## src/logic/timer_unit_pkg.sv

```systemverilog
package timer_unit_pkg;

	// CPU transfer commands
	typedef enum logic [4:0] {
		CMD_NOP,
		CMD_CTRL1_WRITE,
		CMD_CTRL1_READ,
		CMD_CTRL2_WRITE,
		CMD_CTRL2_READ,
		CMD_CTRL3_WRITE,
		CMD_CTRL3_READ,
		CMD_STORE_WRITE,
		CMD_STORE_READ,
		CMD_ROM_FETCH,
		CMD_T1_LOAD,
		CMD_T1_READ,
		CMD_T2_LOAD,
		CMD_T2_READ,
		CMD_T2_RELOAD_LOAD,
		CMD_T3_LOAD,
		CMD_T3_HIGH_LOAD,
		CMD_T3_READ,
		CMD_SKIP_T1,
		CMD_SKIP_T2,
		CMD_SKIP_T3,
		CMD_WDT_KICK
	} timer_cmd_e;

	// Control register bit positions
	localparam int T1_RUN_BIT      = 0;
	localparam int T1_SRC_BIT      = 1;
	localparam int PRE_RATIO_BIT   = 2;
	localparam int PRE_RUN_BIT     = 3;
	localparam int T2_PIN_SEL_BIT  = 2;
	localparam int T2_RUN_BIT      = 3;
	localparam int T3_RUN_BIT      = 3;

	// Widths and reset values
	localparam int T1_WIDTH  = 10;
	localparam int T8_WIDTH  = 8;
	localparam int WDT_WIDTH = 16;
	localparam logic [3:0] CTRL_RESET  = 4'h0;
	localparam logic [1:0] STORE_RESET = 2'h0;

	// Prescaler terminal counts (ratio minus one)
	localparam logic [2:0] PRE_LAST_DIV4 = 3'h3;
	localparam logic [2:0] PRE_LAST_DIV8 = 3'h7;

	// Source select codes
	localparam logic [1:0] SRC_PRESCALED = 2'h0;
	localparam logic [1:0] SRC_T1_UNDER  = 2'h1;
	localparam logic [1:0] SRC_INSTR     = 2'h2;
	localparam logic [1:0] SRC_WDT_UNDER = 2'h3;
	localparam logic [1:0] SRC_T2_UNDER  = 2'h1;

	// Watchdog values
	localparam logic [15:0] WDT_RESET_VALUE = 16'hFFFF;
	localparam logic [15:0] WDT_CLEAR_VALUE = 16'h0000;
	localparam logic [15:0] WDT_MARK_HIGH   = 16'hBFFF;
	localparam logic [15:0] WDT_MARK_LOW    = 16'h3FFF;
	localparam int          WDT_SECOND_GAP  = 32767;

endpackage

```

## src/logic/timer_unit.sv

```systemverilog
// Timer subsystem: prescaler, three reload timers and watchdog
module timer_unit
	import timer_unit_pkg::*;
#(
	parameter int WDT_GAP = WDT_SECOND_GAP
) (
	// Clock and reset
	input  wire logic       CLK_IN,
	input  wire logic       RSTN_IN,
	// Timing strobes
	input  wire logic       INSTR_TICK_IN,
	input  wire logic       OSC_TICK_IN,
	input  wire logic       CLK_MODE_DIV_IN,
	// CPU transfer port
	input  wire logic       CMD_VALID_IN,
	input  wire timer_cmd_e CMD_CODE_IN,
	input  wire logic [3:0] ACC_IN,
	input  wire logic [3:0] REGB_IN,
	input  wire logic [1:0] ROM_HIGH_IN,
	output logic      [3:0] ACC_OUT,
	output logic      [3:0] REGB_OUT,
	output logic            READ_VALID_OUT,
	output logic            SKIP_OUT,
	// Interrupt handshake
	input  wire logic [2:0] INT_TAKEN_IN,
	output logic      [2:0] REQUEST_FLAGS_OUT,
	// Low-power entry
	input  wire logic       RETAIN_ENTER_IN,
	// Pins
	input  wire logic       PORT_DATA_IN,
	output logic            PORT_TIMER_PIN_OUT,
	output logic            RESET_PIN_OUT,
	output logic            RESET_PIN_OE_OUT,
	// Watchdog status
	output logic            WDT_ARMED_OUT,
	output logic            WDT_FIRST_OUT,
	output logic            WDT_SECOND_OUT
);

	// Control registers
	logic [3:0] prescaler_timer1_control;
	logic [3:0] timer2_control;
	logic [3:0] timer3_control;
	logic [1:0] timer1_upper_bits_store;

	// Reload registers
	logic [9:0] timer1_reload;
	logic [7:0] timer2_reload;
	logic [7:0] high_interval_reload;
	logic [7:0] low_interval_reload;

	// Prescaler and oscillator divider
	logic [2:0] pre_count;
	logic       prescaled_clock;
	logic       osc_half;

	// Timer 3 reload phase and pin toggle
	logic       t3_use_high;
	logic       t2_pin_level;
	logic [2:0] request_flags;

	// Counter outputs
	logic [9:0] t1_count;
	logic [7:0] t2_count;
	logic [7:0] t3_count;
	logic       t1_under;
	logic       t2_under;
	logic       t3_under;
	logic       wdt_under;
	logic       wdt_armed;
	logic       wdt_first;
	logic       wdt_second;

	// Command decode
	wire cmd_t1_load   = CMD_VALID_IN && (CMD_CODE_IN == CMD_T1_LOAD);
	wire cmd_t2_load   = CMD_VALID_IN && (CMD_CODE_IN == CMD_T2_LOAD);
	wire cmd_t2_reload = CMD_VALID_IN && (CMD_CODE_IN == CMD_T2_RELOAD_LOAD);
	wire cmd_t3_load   = CMD_VALID_IN && (CMD_CODE_IN == CMD_T3_LOAD);
	wire cmd_t3_high   = CMD_VALID_IN && (CMD_CODE_IN == CMD_T3_HIGH_LOAD);
	wire cmd_kick      = CMD_VALID_IN && (CMD_CODE_IN == CMD_WDT_KICK);
	wire cmd_ctrl3_wr  = CMD_VALID_IN && (CMD_CODE_IN == CMD_CTRL3_WRITE);
	wire [2:0] cmd_skip = {CMD_VALID_IN && (CMD_CODE_IN == CMD_SKIP_T3),
	                       CMD_VALID_IN && (CMD_CODE_IN == CMD_SKIP_T2),
	                       CMD_VALID_IN && (CMD_CODE_IN == CMD_SKIP_T1)};

	// Run bits and ten-bit load value
	wire       pre_run  = prescaler_timer1_control[PRE_RUN_BIT];
	wire       t1_run   = prescaler_timer1_control[T1_RUN_BIT];
	wire       t2_run   = timer2_control[T2_RUN_BIT];
	wire       t3_run   = timer3_control[T3_RUN_BIT];
	wire [9:0] t1_value = {timer1_upper_bits_store, REGB_IN, ACC_IN};
	wire [7:0] ab_value = {REGB_IN, ACC_IN};

	// Prescaler terminal count by ratio bit
	wire [2:0] pre_last = prescaler_timer1_control[PRE_RATIO_BIT] ? PRE_LAST_DIV8
	                                                              : PRE_LAST_DIV4;
	wire       pre_wrap = INSTR_TICK_IN && (pre_count == pre_last);

	// Timer 1 source: prescaled clock or timer 3 underflow
	wire t1_src   = prescaler_timer1_control[T1_SRC_BIT] ? t3_under : prescaled_clock;
	wire t1_pulse = t1_run && t1_src;

	// Timer 2 source select
	wire [1:0] t2_sel = timer2_control[1:0];
	wire t2_src = (t2_sel == SRC_PRESCALED) ? prescaled_clock :
	              (t2_sel == SRC_T1_UNDER)  ? t1_under :
	              (t2_sel == SRC_INSTR)     ? INSTR_TICK_IN : wdt_under;
	wire t2_pulse = t2_run && t2_src;

	// Timer 3 source select; oscillator halved in divided clock mode
	wire [1:0] t3_sel   = timer3_control[1:0];
	wire       osc_src  = OSC_TICK_IN && (!CLK_MODE_DIV_IN || osc_half);
	wire       t3_src   = (t3_sel == SRC_PRESCALED) ? prescaled_clock :
	                      (t3_sel == SRC_T2_UNDER)  ? t2_under : osc_src;
	wire       t3_pulse = t3_run && t3_src;
	wire [7:0] t3_next  = t3_use_high ? high_interval_reload : low_interval_reload;
	wire       t3_start = cmd_ctrl3_wr && ACC_IN[T3_RUN_BIT] && !t3_run;

	// Timer 1 load goes to the counter only while stopped
	wire t1_load_counter = cmd_t1_load && !t1_run;

	// Request flags: underflow sets, ack or skip clears, set wins
	wire [2:0] unders     = {t3_under, t2_under, t1_under};
	wire [2:0] next_flags = unders | (request_flags & ~(INT_TAKEN_IN | cmd_skip));

	// Timer output pin follows the toggle or the port data
	wire next_pin = timer2_control[T2_PIN_SEL_BIT] ? t2_pin_level : PORT_DATA_IN;

	// Prescaler divider; stopping clears it and silences its output
	always_ff @(posedge CLK_IN or negedge RSTN_IN) begin
		if (!RSTN_IN) begin
			pre_count       <= '0;
			prescaled_clock <= 1'b0;
		end else if (!pre_run) begin
			pre_count       <= '0;
			prescaled_clock <= 1'b0;
		end else begin
			prescaled_clock <= pre_wrap;
			if (pre_wrap)
				pre_count <= '0;
			else if (INSTR_TICK_IN)
				pre_count <= pre_count + 1'b1;
		end
	end

	// Oscillator halving phase
	always_ff @(posedge CLK_IN or negedge RSTN_IN) begin
		if (!RSTN_IN)
			osc_half <= 1'b0;
		else if (OSC_TICK_IN)
			osc_half <= !osc_half;
	end

	// Control and store registers
	always_ff @(posedge CLK_IN or negedge RSTN_IN) begin
		if (!RSTN_IN) begin
			prescaler_timer1_control <= CTRL_RESET;
			timer2_control           <= CTRL_RESET;
			timer3_control           <= CTRL_RESET;
			timer1_upper_bits_store  <= STORE_RESET;
		end else if (CMD_VALID_IN) begin
			unique case (CMD_CODE_IN)
				CMD_CTRL1_WRITE: prescaler_timer1_control <= ACC_IN;
				CMD_CTRL2_WRITE: timer2_control <= ACC_IN;
				CMD_CTRL3_WRITE: timer3_control <= ACC_IN;
				CMD_STORE_WRITE: timer1_upper_bits_store <= ACC_IN[1:0];
				CMD_ROM_FETCH:   timer1_upper_bits_store <= ROM_HIGH_IN;
				CMD_T1_READ:     timer1_upper_bits_store <= t1_count[9:8];
				default: ;
			endcase
		end
	end

	// Reload registers
	always_ff @(posedge CLK_IN or negedge RSTN_IN) begin
		if (!RSTN_IN) begin
			timer1_reload        <= '0;
			timer2_reload        <= '0;
			high_interval_reload <= '0;
			low_interval_reload  <= '0;
		end else begin
			if (cmd_t1_load)
				timer1_reload <= t1_value;
			if (cmd_t2_load || cmd_t2_reload)
				timer2_reload <= ab_value;
			if (cmd_t3_load)
				low_interval_reload <= ab_value;
			if (cmd_t3_high)
				high_interval_reload <= ab_value;
		end
	end

	// Timer 3 reload phase: high first after start or load
	always_ff @(posedge CLK_IN or negedge RSTN_IN) begin
		if (!RSTN_IN)
			t3_use_high <= 1'b1;
		else if (cmd_t3_load || t3_start)
			t3_use_high <= 1'b1;
		else if (t3_under)
			t3_use_high <= !t3_use_high;
	end

	// Timer 1: ten-bit down counter
	reload_down_counter #(
		.WIDTH(T1_WIDTH)
	) u_timer1 (
		.clk          (CLK_IN),
		.rst_n        (RSTN_IN),
		.load         (t1_load_counter),
		.load_value   (t1_value),
		.count_pulse  (t1_pulse),
		.reload_value (timer1_reload),
		.count        (t1_count),
		.underflow    (t1_under)
	);

	// Timer 2: eight-bit counter, holds state while stopped
	reload_down_counter #(
		.WIDTH(T8_WIDTH)
	) u_timer2 (
		.clk          (CLK_IN),
		.rst_n        (RSTN_IN),
		.load         (cmd_t2_load),
		.load_value   (ab_value),
		.count_pulse  (t2_pulse),
		.reload_value (timer2_reload),
		.count        (t2_count),
		.underflow    (t2_under)
	);

	// Timer 3: eight-bit counter with alternating reloads
	reload_down_counter #(
		.WIDTH(T8_WIDTH)
	) u_timer3 (
		.clk          (CLK_IN),
		.rst_n        (RSTN_IN),
		.load         (cmd_t3_load),
		.load_value   (ab_value),
		.count_pulse  (t3_pulse),
		.reload_value (t3_next),
		.count        (t3_count),
		.underflow    (t3_under)
	);

	// Watchdog
	watchdog_core #(
		.SECOND_GAP(WDT_GAP)
	) u_watchdog (
		.clk          (CLK_IN),
		.rst_n        (RSTN_IN),
		.instr_tick   (INSTR_TICK_IN),
		.kick         (cmd_kick),
		.retain_enter (RETAIN_ENTER_IN),
		.underflow    (wdt_under),
		.armed        (wdt_armed),
		.first_flag   (wdt_first),
		.second_flag  (wdt_second)
	);

	// Flags, pin and watchdog outputs
	always_ff @(posedge CLK_IN or negedge RSTN_IN) begin
		if (!RSTN_IN) begin
			request_flags      <= '0;
			t2_pin_level       <= 1'b0;
			PORT_TIMER_PIN_OUT <= 1'b0;
			RESET_PIN_OUT      <= 1'b0;
			RESET_PIN_OE_OUT   <= 1'b0;
			WDT_ARMED_OUT      <= 1'b0;
			WDT_FIRST_OUT      <= 1'b0;
			WDT_SECOND_OUT     <= 1'b0;
		end else begin
			request_flags      <= next_flags;
			if (t2_under)
				t2_pin_level <= !t2_pin_level;
			PORT_TIMER_PIN_OUT <= next_pin;
			RESET_PIN_OUT      <= 1'b0;
			RESET_PIN_OE_OUT   <= wdt_second;
			WDT_ARMED_OUT      <= wdt_armed;
			WDT_FIRST_OUT      <= wdt_first;
			WDT_SECOND_OUT     <= wdt_second;
		end
	end

	assign REQUEST_FLAGS_OUT = request_flags;

	// Read answers, one cycle after the command
	always_ff @(posedge CLK_IN or negedge RSTN_IN) begin
		if (!RSTN_IN) begin
			ACC_OUT        <= '0;
			REGB_OUT       <= '0;
			READ_VALID_OUT <= 1'b0;
			SKIP_OUT       <= 1'b0;
		end else begin
			READ_VALID_OUT <= 1'b0;
			SKIP_OUT       <= |(cmd_skip & request_flags);
			if (CMD_VALID_IN) begin
				unique case (CMD_CODE_IN)
					CMD_CTRL1_READ: begin
						ACC_OUT        <= prescaler_timer1_control;
						READ_VALID_OUT <= 1'b1;
					end
					CMD_CTRL2_READ: begin
						ACC_OUT        <= timer2_control;
						READ_VALID_OUT <= 1'b1;
					end
					CMD_CTRL3_READ: begin
						ACC_OUT        <= timer3_control;
						READ_VALID_OUT <= 1'b1;
					end
					CMD_STORE_READ: begin
						ACC_OUT        <= {2'h0, timer1_upper_bits_store};
						READ_VALID_OUT <= 1'b1;
					end
					CMD_T1_READ: begin
						{REGB_OUT, ACC_OUT} <= t1_count[7:0];
						READ_VALID_OUT      <= 1'b1;
					end
					CMD_T2_READ: begin
						{REGB_OUT, ACC_OUT} <= t2_count;
						READ_VALID_OUT      <= 1'b1;
					end
					CMD_T3_READ: begin
						{REGB_OUT, ACC_OUT} <= t3_count;
						READ_VALID_OUT      <= 1'b1;
					end
					default: ;
				endcase
			end
		end
	end

endmodule // timer_unit

```

## src/logic/reload_down_counter.sv

```systemverilog
// Down counter with load and auto-reload on the pulse after zero
module reload_down_counter
	import timer_unit_pkg::*;
#(
	parameter int WIDTH = 8
) (
	input  wire logic             clk,
	input  wire logic             rst_n,
	input  wire logic             load,
	input  wire logic [WIDTH-1:0] load_value,
	input  wire logic             count_pulse,
	input  wire logic [WIDTH-1:0] reload_value,
	output logic      [WIDTH-1:0] count,
	output logic                  underflow
);

	wire             at_zero   = (count == '0);
	wire [WIDTH-1:0] count_dec = count - 1'b1;

	// Load wins over counting; zero plus a pulse reloads
	always_ff @(posedge clk or negedge rst_n) begin
		if (!rst_n) begin
			count     <= '0;
			underflow <= 1'b0;
		end else begin
			underflow <= count_pulse && at_zero && !load;
			if (load)
				count <= load_value;
			else if (count_pulse && at_zero)
				count <= reload_value;
			else if (count_pulse)
				count <= count_dec;
		end
	end

endmodule // reload_down_counter

```

## src/logic/watchdog_core.sv

```systemverilog
// Free-running 16-bit down counter with arming and two-stage flags
module watchdog_core
	import timer_unit_pkg::*;
#(
	parameter int SECOND_GAP = WDT_SECOND_GAP
) (
	input  wire logic        clk,
	input  wire logic        rst_n,
	input  wire logic        instr_tick,
	input  wire logic        kick,
	input  wire logic        retain_enter,
	output logic             underflow,
	output logic             armed,
	output logic             first_flag,
	output logic             second_flag
);

	logic [15:0] count;
	logic [14:0] gap;

	wire [15:0] count_dec = count - 1'b1;
	wire        at_mark   = (count_dec == WDT_MARK_HIGH) || (count_dec == WDT_MARK_LOW);
	wire        gap_done  = (gap == 15'(SECOND_GAP - 1));

	// Counter runs from reset release; low-power entry clears it
	always_ff @(posedge clk or negedge rst_n) begin
		if (!rst_n) begin
			count     <= WDT_RESET_VALUE;
			underflow <= 1'b0;
		end else if (retain_enter) begin
			count     <= WDT_CLEAR_VALUE;
			underflow <= 1'b0;
		end else begin
			underflow <= instr_tick && (count_dec == WDT_CLEAR_VALUE);
			if (instr_tick)
				count <= count_dec;
		end
	end

	// Arming and flag stages
	always_ff @(posedge clk or negedge rst_n) begin
		if (!rst_n) begin
			armed       <= 1'b0;
			first_flag  <= 1'b0;
			second_flag <= 1'b0;
			gap         <= '0;
		end else if (retain_enter) begin
			armed       <= 1'b0;
			first_flag  <= 1'b0;
			second_flag <= 1'b0;
			gap         <= '0;
		end else begin
			if (kick)
				armed <= 1'b1;
			if (armed && instr_tick && at_mark && !first_flag) begin
				first_flag <= 1'b1;
				gap        <= '0;
			end else if (kick) begin
				first_flag <= 1'b0;
				gap        <= '0;
			end else if (first_flag && instr_tick && !second_flag) begin
				gap <= gap + 1'b1;
				if (gap_done)
					second_flag <= 1'b1;
			end
		end
	end

endmodule // watchdog_core

```

## config.mk

```make
export PLATFORM = sky130hd
export DESIGN_NAME = timer_unit
export DESIGN_NICKNAME = d
export VERILOG_FILES = /design/src/logic/timer_unit_pkg.sv /design/src/logic/timer_unit.sv /design/src/logic/reload_down_counter.sv /design/src/logic/watchdog_core.sv
export SDC_FILE = /design/constraint.sdc
export NUM_CORES = 1
export LEC_CHECK = 0
export BUFFER_PORTS_ARGS = -buffer_cell sky130_fd_sc_hd__buf_2
export CAP_MARGIN = 20
export CELL_PAD_IN_SITES_DETAIL_PLACEMENT = 0
export CELL_PAD_IN_SITES_GLOBAL_PLACEMENT = 1
export CORE_AREA = 4 4 180 95
export DETAILED_ROUTE_END_ITERATION = 10
export DIE_AREA = 0 0 184 99
export PLACE_DENSITY_LB_ADDON = 0.1
export REMOVE_ABC_BUFFERS = 1
export SLEW_MARGIN = 20
export SYNTH_ARGS = -nofsm -noshare
export SYNTH_HDL_FRONTEND = slang
export SYNTH_SLANG_ARGS = --single-unit
```

## constraint.sdc

```tcl
create_clock -name CLK_IN -period 3 [get_ports CLK_IN]
set_clock_uncertainty 0.15 [all_clocks]
set_input_delay 0.3 -clock CLK_IN [delete_from_list [all_inputs] [get_ports CLK_IN]]
set_output_delay 0.3 -clock CLK_IN [all_outputs]
set_load 0.1 [all_outputs]
```

### Word-level counts from Yosys, hierarchy flattened

Cells that the tools add are included.

* register bits: 136
* latch bits: 0
* bits in writable memories: 0
* ROM bits: 0
* logic and storage cells: 195
* memories kept: 0

* add/subtract/negate cells: 6
* multiply operators: 0
* div/mod/pow operators: 0
* $lt $le $gt $ge: 0
* eq/ne operators: 31
* shifts and indexed selects: 0
* mux-type cells: 46
* bitwise gates (word level): 5
* reduce and logical (&&, ||, !) cells: 73

Operators with widths (count)
* $mux 15: 4
* $mux 8: 7
* $eq 5x4->1 const B: 8
* $mux 16: 2
* $eq 5x5->1 const B: 6
* $logic_and 1x1->1: 30
* $mux 10: 3
* $pmux 4 s7: 1
* $mux 1: 23
* $eq 5x3->1 const B: 4
* $reduce_bool 3->1: 6
* $eq 16x14->1 const B: 1
* $eq 16x16->1 const B: 1
* $logic_not 16->1: 1
* $logic_not 8->1: 2
* $sub 16x1->16 const B: 1
* $sub 8x1->8 const B: 2
* $add 15x1->15 const B: 1
* $eq 15x15->1 const B: 1
* $mux 3: 4
* $pmux 4 s3: 1
* $reduce_and 2->1: 6
* $logic_not 1->1: 11
* $eq 5x2->1 const B: 2
* other kinds (21): 33

### Longest topological paths before layout

* depth after elaboration: 9
* depth in mapped cells: 10

### Modules after synthesis

From an unflattened synthesis, not the netlist that was laid out.

* cells, all modules: 756
* area, all modules: 7816.2 sq um

By module, submodules not included
* timer_unit: times used 1, cells an instance 283, area an instance 3607.2 sq um, seq. area each 1803.0 sq um
* watchdog_core: times used 1, cells an instance 236, area an instance 2120.8 sq um, seq. area each 895.9 sq um
* reload_down_counter at u_timer2 ...: times used 2, cells an instance 72, area an instance 641.9 sq um, seq. area each 225.2 sq um
* reload_down_counter at u_timer1: times used 1, cells an instance 93, area an instance 804.5 sq um, seq. area each 275.3 sq um

### Least setup slack after synthesis

No wires, ideal clock.

* path type: reg2reg
* start: register u_watchdog.count[1]
* end: register u_watchdog.gap[10]
* library setup time: 0.145 ns
* data arrival time: 2.216 ns
* required time: 2.705 ns
* setup slack: 0.489 ns
* stages on the path, launching flop included: 10
* buffers on the path: 1
* clock period less this slack: 2.511 ns
* cells stage by stage: dfstp_2 -> inv_1 -> ha_1 -> or3b_2 -> nor4_4 -> xnor2_1 -> and2_4 -> and4bb_4 -> buf_8 -> nor3_2

* word-level cells in the longest chain between the ends: 7
* elaborated cells between the ends (all ways): 9
* classes of those cells: add/sub (1); eq/ne (2); mux (2); reduce/logical (4)

RTL lines
* from (decl): RTL line watchdog_core.sv:18 `logic [15:0] count;`
* from (signal assigned): RTL line watchdog_core.sv:36 `count <= count_dec;`
* $sub 16x1->16 *: RTL line watchdog_core.sv:21 `wire [15:0] count_dec = count - 1'b1;`
* $eq 16x16->1 / $eq 16x14->1 (equally long branches): RTL line watchdog_core.sv:22 `wire at_mark = (count_dec == WDT_MARK_HIGH) || (count_dec == WDT_MARK_LOW);`
* $logic_or 1x1->1 *: RTL line watchdog_core.sv:22
* $logic_and 1x1->1 * (2 in a row): RTL line watchdog_core.sv:55 `if (armed && instr_tick && at_mark && !first_flag) begin`
* $mux 15: RTL line watchdog_core.sv:55
* $mux 15: RTL line watchdog_core.sv:47 `end else if (retain_enter) begin`
* to (signal assigned): RTL line watchdog_core.sv:62 `gap <= gap + 1'b1;`
* to (decl): RTL line watchdog_core.sv:19 `logic [14:0] gap;`

Mark *: on every way between the ends. The rest lies on a longest branch, timed or not.
A chain may end at the register's enable or synchronous reset.

### Worst setup path in the final report

* start: register u_watchdog.count[0]
* end: register u_watchdog.gap[4]

Same word-level chain as after synthesis.

==> results.md <==
Global route:
- The leftover overflow at the end of global routing is 0.
- Entering global routing, the biggest net connects 57 pins.
- The initial antenna violation count is 0.
- The wire length of the first global-routing pass is between 30000 and 40000 µm.
- The overall routing resource usage is 21.5%.
- The number of global-route vias before repair is slightly below 6000.

Clock tree:
- The number of setup buffers added after CTS is 0.
- Counting the buffers created by CTS gives 17.
- In this run the clock root is driven by a sky130_fd_sc_hd__clkbuf_16.
- The number of hold buffers added after CTS was 3.
- The TritonCTS clock tree is yes.
- The number of gates resized after CTS was 0.
- The clock passes through at most 2 buffers.
- The total number of clock tree sinks is 136.
- At the later pin of the worst-skew pair, clock insertion delay measures between 0.4 and 0.5 ns.
- The number of H-tree levels is 4.
- Clock-pin slew was measured on the worst setup and hold paths at roughly 0.060 ns.

Placement:
- The number of buffers inserted by port buffering is 43.
- The final estimated routing congestion in global placement is 0.877.
- The HPWL reported at the end of detailed placement is 12800 µm.
- The pre-CTS setup slack is around 0.30 ns.

Worst hold path:
- Counting instances, the worst hold path has a depth of 3.
- The worst hold path belongs to the class input pin to flip-flop.

Floorplan:
- The standard-cell row count is 32.
- The die covers 0.0182 mm².
- The core box area is 0.0153 mm².
- The die height is slightly below 100 µm.
- For this configuration, the core starts out at a cell density of 47.8%.
- The die is approximately 180 µm wide.
- 45 I/O pins were placed.

Routing:
- The DRC violation count after routing is 0.
- The final route contains 5715 vias.
- After detailed routing, no signal wire sits above met4.
- The count of TritonRoute iterations in the first routing pass is 5.
- The per-cell routed wire length is around 18 µm.
- The length of routed met3 wiring is 743 µm.
- The detailed router's first-iteration violation count is 417.
- Using the TritonRoute via totals, the vias-per-cell ratio works out to 5.68.
- The wire length on met2 is between 8000 and 9000 µm.
- Wires add up to approximately 18000 µm.
- The routed length on met1 is 9190 µm.
- Once detail routing completed, the nets flagged for antenna violations numbered 0.

Timing:
- The clock period minus worst slack is 2.71 ns.
- After layout, the worst path uses ~90% of the clock period.
- Setup total negative slack on the finished layout was measured at 0 ns.
- Setup repair after global routing left no endpoint under its margin.
- In the post-route analysis, the smallest setup slack over all paths is 0.286 ns.
- The number of failing setup endpoints in the final timing report is 0.
- At the pin with the least slew margin, the transition time is 0.717 ns.
- The relative slew slack is 52.1%.
- The final hold violation count is 0.
- The achievable clock frequency is between 300 and 400 MHz.
- The number of pins with negative max-slew slack in the final report is 0.

Finish:
- The share of post-route cells with drive strength above 1 is between 20% and 30%.
- The area occupied by multi-input gates is 0.00361 mm².
- The number of nets in the finished design is 825.
- The antenna cell count is 0.
- Registers take 0.00342 mm².
- Compared with the post-synthesis result, the final layout area differs by 14.4%.
- Counting the fill cells in the layout gives 1405.
- The utilization after layout is 54.8%.

Logic synthesis:
- The gate count of the mapped netlist is 752.
- The synthesis warning total is 0.
- In the synthesized netlist the async set-or-reset flop fraction comes to 100%.
- The synthesized area per cell is roughly 10 µm².
- The number of enable flip-flop cells after synthesis is 0.
- The synthesized netlist contains 73 unique library cells.
- For this run, the leading register cell type out of synthesis is sky130_fd_sc_hd__dfrtp_1.
- Sequential cells were found to cover 46.8% of the synthesized design area.
- The register bit count reported by yosys is 136.
- After synthesis the cells add up to between 0.007 and 0.008 mm².

Worst setup path:
- The arrival time at the worst endpoint is 2.83 ns.
- The worst reg2reg path depth is 8.
- The worst setup path is launched from a flip-flop.
- STA classifies the critical path endpoint as a flip-flop.
- The critical path data required time is 3.11 ns.
- The critical path start-end classification is flip-flop to flip-flop.
- The maximum fanout count along the critical path is 15.

Power:
- The maximum VDD drop is roughly 440 µV.
- In this run the power density over the cells is 769 mW/mm².
- The standby leakage power is 3.67 nW.

Status:
- The flow ran to the end, and the final reports show no timing, DRC or antenna violations.

Flow run:
- Max-cap violations in this run came to 0.
-- flip-flops by register name, summed over array words and instances, names as in the netlist, 2 cells and up --
register and cells:
timer1_upper_bits_store 2, u_watchdog.gap 15, timer2_control 4, u_timer2.count 8, u_watchdog.count 16, prescaler_timer1_control 4
REQUEST_FLAGS_OUT 3, ACC_OUT 4, u_timer3.count 8, REGB_OUT 4, timer3_control 4, u_timer1.count 10
timer1_reload 10, low_interval_reload 8, timer2_reload 8, high_interval_reload 8, pre_count 3
-- final cells by class --
| class | count | share of cell area, % |
|---|---|---|
| inverters | 29 | 1.30 |
| well taps | 204 | 3.05 |
| multi-input cells | 548 | 43.1 |
| clock inverters | 12 | 2.12 |
| clock buffers | 20 | 5.33 |
| flip-flops and latches | 136 | 40.9 |
| repair buffers | 58 | 4.23 |
-- critical path: stages (launching register included) --
cell                        delay, ns
sky130_fd_sc_hd__dfstp_2         0.59
sky130_fd_sc_hd__inv_1           0.07
sky130_fd_sc_hd__ha_1            0.26
sky130_fd_sc_hd__and3b_1         0.23
sky130_fd_sc_hd__a31oi_1         0.04
sky130_fd_sc_hd__a2111oi_1       0.37
sky130_fd_sc_hd__o211ai_1        0.19
sky130_fd_sc_hd__and4bb_4        0.56
sky130_fd_sc_hd__nor3_1          0.09
-- cell usage in the layout, fill, tap and decap left out, types with 7 or more instances in the layout --
master / Yosys / routed
sky130_fd_sc_hd__or3_1: 7 / 7
sky130_fd_sc_hd__mux2_2: 43 / 43
sky130_fd_sc_hd__buf_2: 3 / 42
sky130_fd_sc_hd__a211oi_1: 7 / 7
sky130_fd_sc_hd__dfstp_2: 17 / 17
sky130_fd_sc_hd__inv_1: 29 / 29
sky130_fd_sc_hd__a22oi_1: 9 / 9
sky130_fd_sc_hd__nand3_1: 24 / 24
sky130_fd_sc_hd__o21ai_0: 44 / 44
sky130_fd_sc_hd__nor3_1: 30 / 30
sky130_fd_sc_hd__xor2_1: 17 / 17
sky130_fd_sc_hd__buf_4: 2 / 11
sky130_fd_sc_hd__mux2i_1: 16 / 16
sky130_fd_sc_hd__nand2_1: 86 / 86
sky130_fd_sc_hd__xnor2_1: 26 / 26
sky130_fd_sc_hd__nand4_1: 7 / 7
sky130_fd_sc_hd__a21oi_1: 33 / 33
sky130_fd_sc_hd__nor3_2: 10 / 10
sky130_fd_sc_hd__clkbuf_16: 0 / 17
sky130_fd_sc_hd__nor2_1: 68 / 68
sky130_fd_sc_hd__nor2b_1: 8 / 8
sky130_fd_sc_hd__dfrtp_1: 119 / 119
sky130_fd_sc_hd__ha_1: 9 / 9
-- kinds of logic after synthesis --
group	after synthesis	share of synthesized area, %
AO/OA/AOI/OAI	143	12.5
XOR/XNOR	43	5.15
adder cells (fa/ha/maj)	9	1.54
buffers and inverters	68	3.90
flip-flops	136	46.8
multiplexers	60	9.11
other	1	0.0513
AND/OR/NAND/NOR	292	20.9
-- metal layers --
| metal | up-vias | global-route usage [%] |
|---|---|---|
| li1 | 2756 | - |
| met1 | 2827 | 31.6 |
| met2 | 116 | 32.6 |
| met3 | 16 | 4.39 |
| met4 | 0 | 5.39 |
| met5 | - | 0 |
-- per-stage QoR --
step,hold WS [ns],power [mW],std cells,cell area (µm²)
finish,0.0341,6.44,1007,8370
global route,0.0312,6.81,1007,8370
CTS,0.0180,6.49,1007,8370
detailed placement,0.111,4.22,972,7720
global placement,0.104,4.19,972,7720
floorplan,-0.146,3.74,713,7140
-- power by group --
| group | internal [mW] | switching (mW) |
|---|---|---|
| clock | 1.41 | 0.827 |
| sequential | 2.22 | 0.429 |
| combinational | 0.595 | 0.954 |
| total | 4.23 | 2.21 |
-- final timing paths --
kind                                     startpoint  slack (ns)                    to
worst max-delay path            u_watchdog.count[0]        0.29     u_watchdog.gap[4]
worst min-delay path                INT_TAKEN_IN[2]        0.03  REQUEST_FLAGS_OUT[2]
worst max register to register  u_watchdog.count[0]        0.29     u_watchdog.gap[4]
worst min register to register     u_watchdog.armed        0.28         WDT_ARMED_OUT
max in group asynchronous                   RSTN_IN        1.59   u_watchdog.count[1]
min in group asynchronous                   RSTN_IN        0.23      timer2_reload[6]
-- Yosys cell counts (5+ instances only) --
cell type	n	area (µm²)
sky130_fd_sc_hd__or3_1	7	43.8
sky130_fd_sc_hd__dfrtp_1	119	2980
sky130_fd_sc_hd__a22oi_1	9	67.6
sky130_fd_sc_hd__nor3_2	10	100
sky130_fd_sc_hd__mux2_2	43	484
sky130_fd_sc_hd__a21oi_1	33	165
sky130_fd_sc_hd__xor2_1	17	149
sky130_fd_sc_hd__nand2_1	86	323
sky130_fd_sc_hd__nand3_1	24	120
sky130_fd_sc_hd__clkbuf_1	29	109
sky130_fd_sc_hd__nor3_1	30	150
sky130_fd_sc_hd__a22o_1	5	43.8
sky130_fd_sc_hd__xnor2_1	26	228
sky130_fd_sc_hd__mux2i_1	16	160
sky130_fd_sc_hd__inv_1	29	109
sky130_fd_sc_hd__o22ai_1	6	37.5
sky130_fd_sc_hd__nand4_1	7	43.8
sky130_fd_sc_hd__dfstp_2	17	447
sky130_fd_sc_hd__o211ai_1	5	37.5
sky130_fd_sc_hd__o21ai_0	44	220
sky130_fd_sc_hd__and3_1	6	37.5
sky130_fd_sc_hd__ha_1	9	113
sky130_fd_sc_hd__nor2_1	68	255
sky130_fd_sc_hd__nor2b_1	8	50.1
sky130_fd_sc_hd__a211oi_1	7	52.6
No activity file was read; power rests on OpenSTA's default activity.
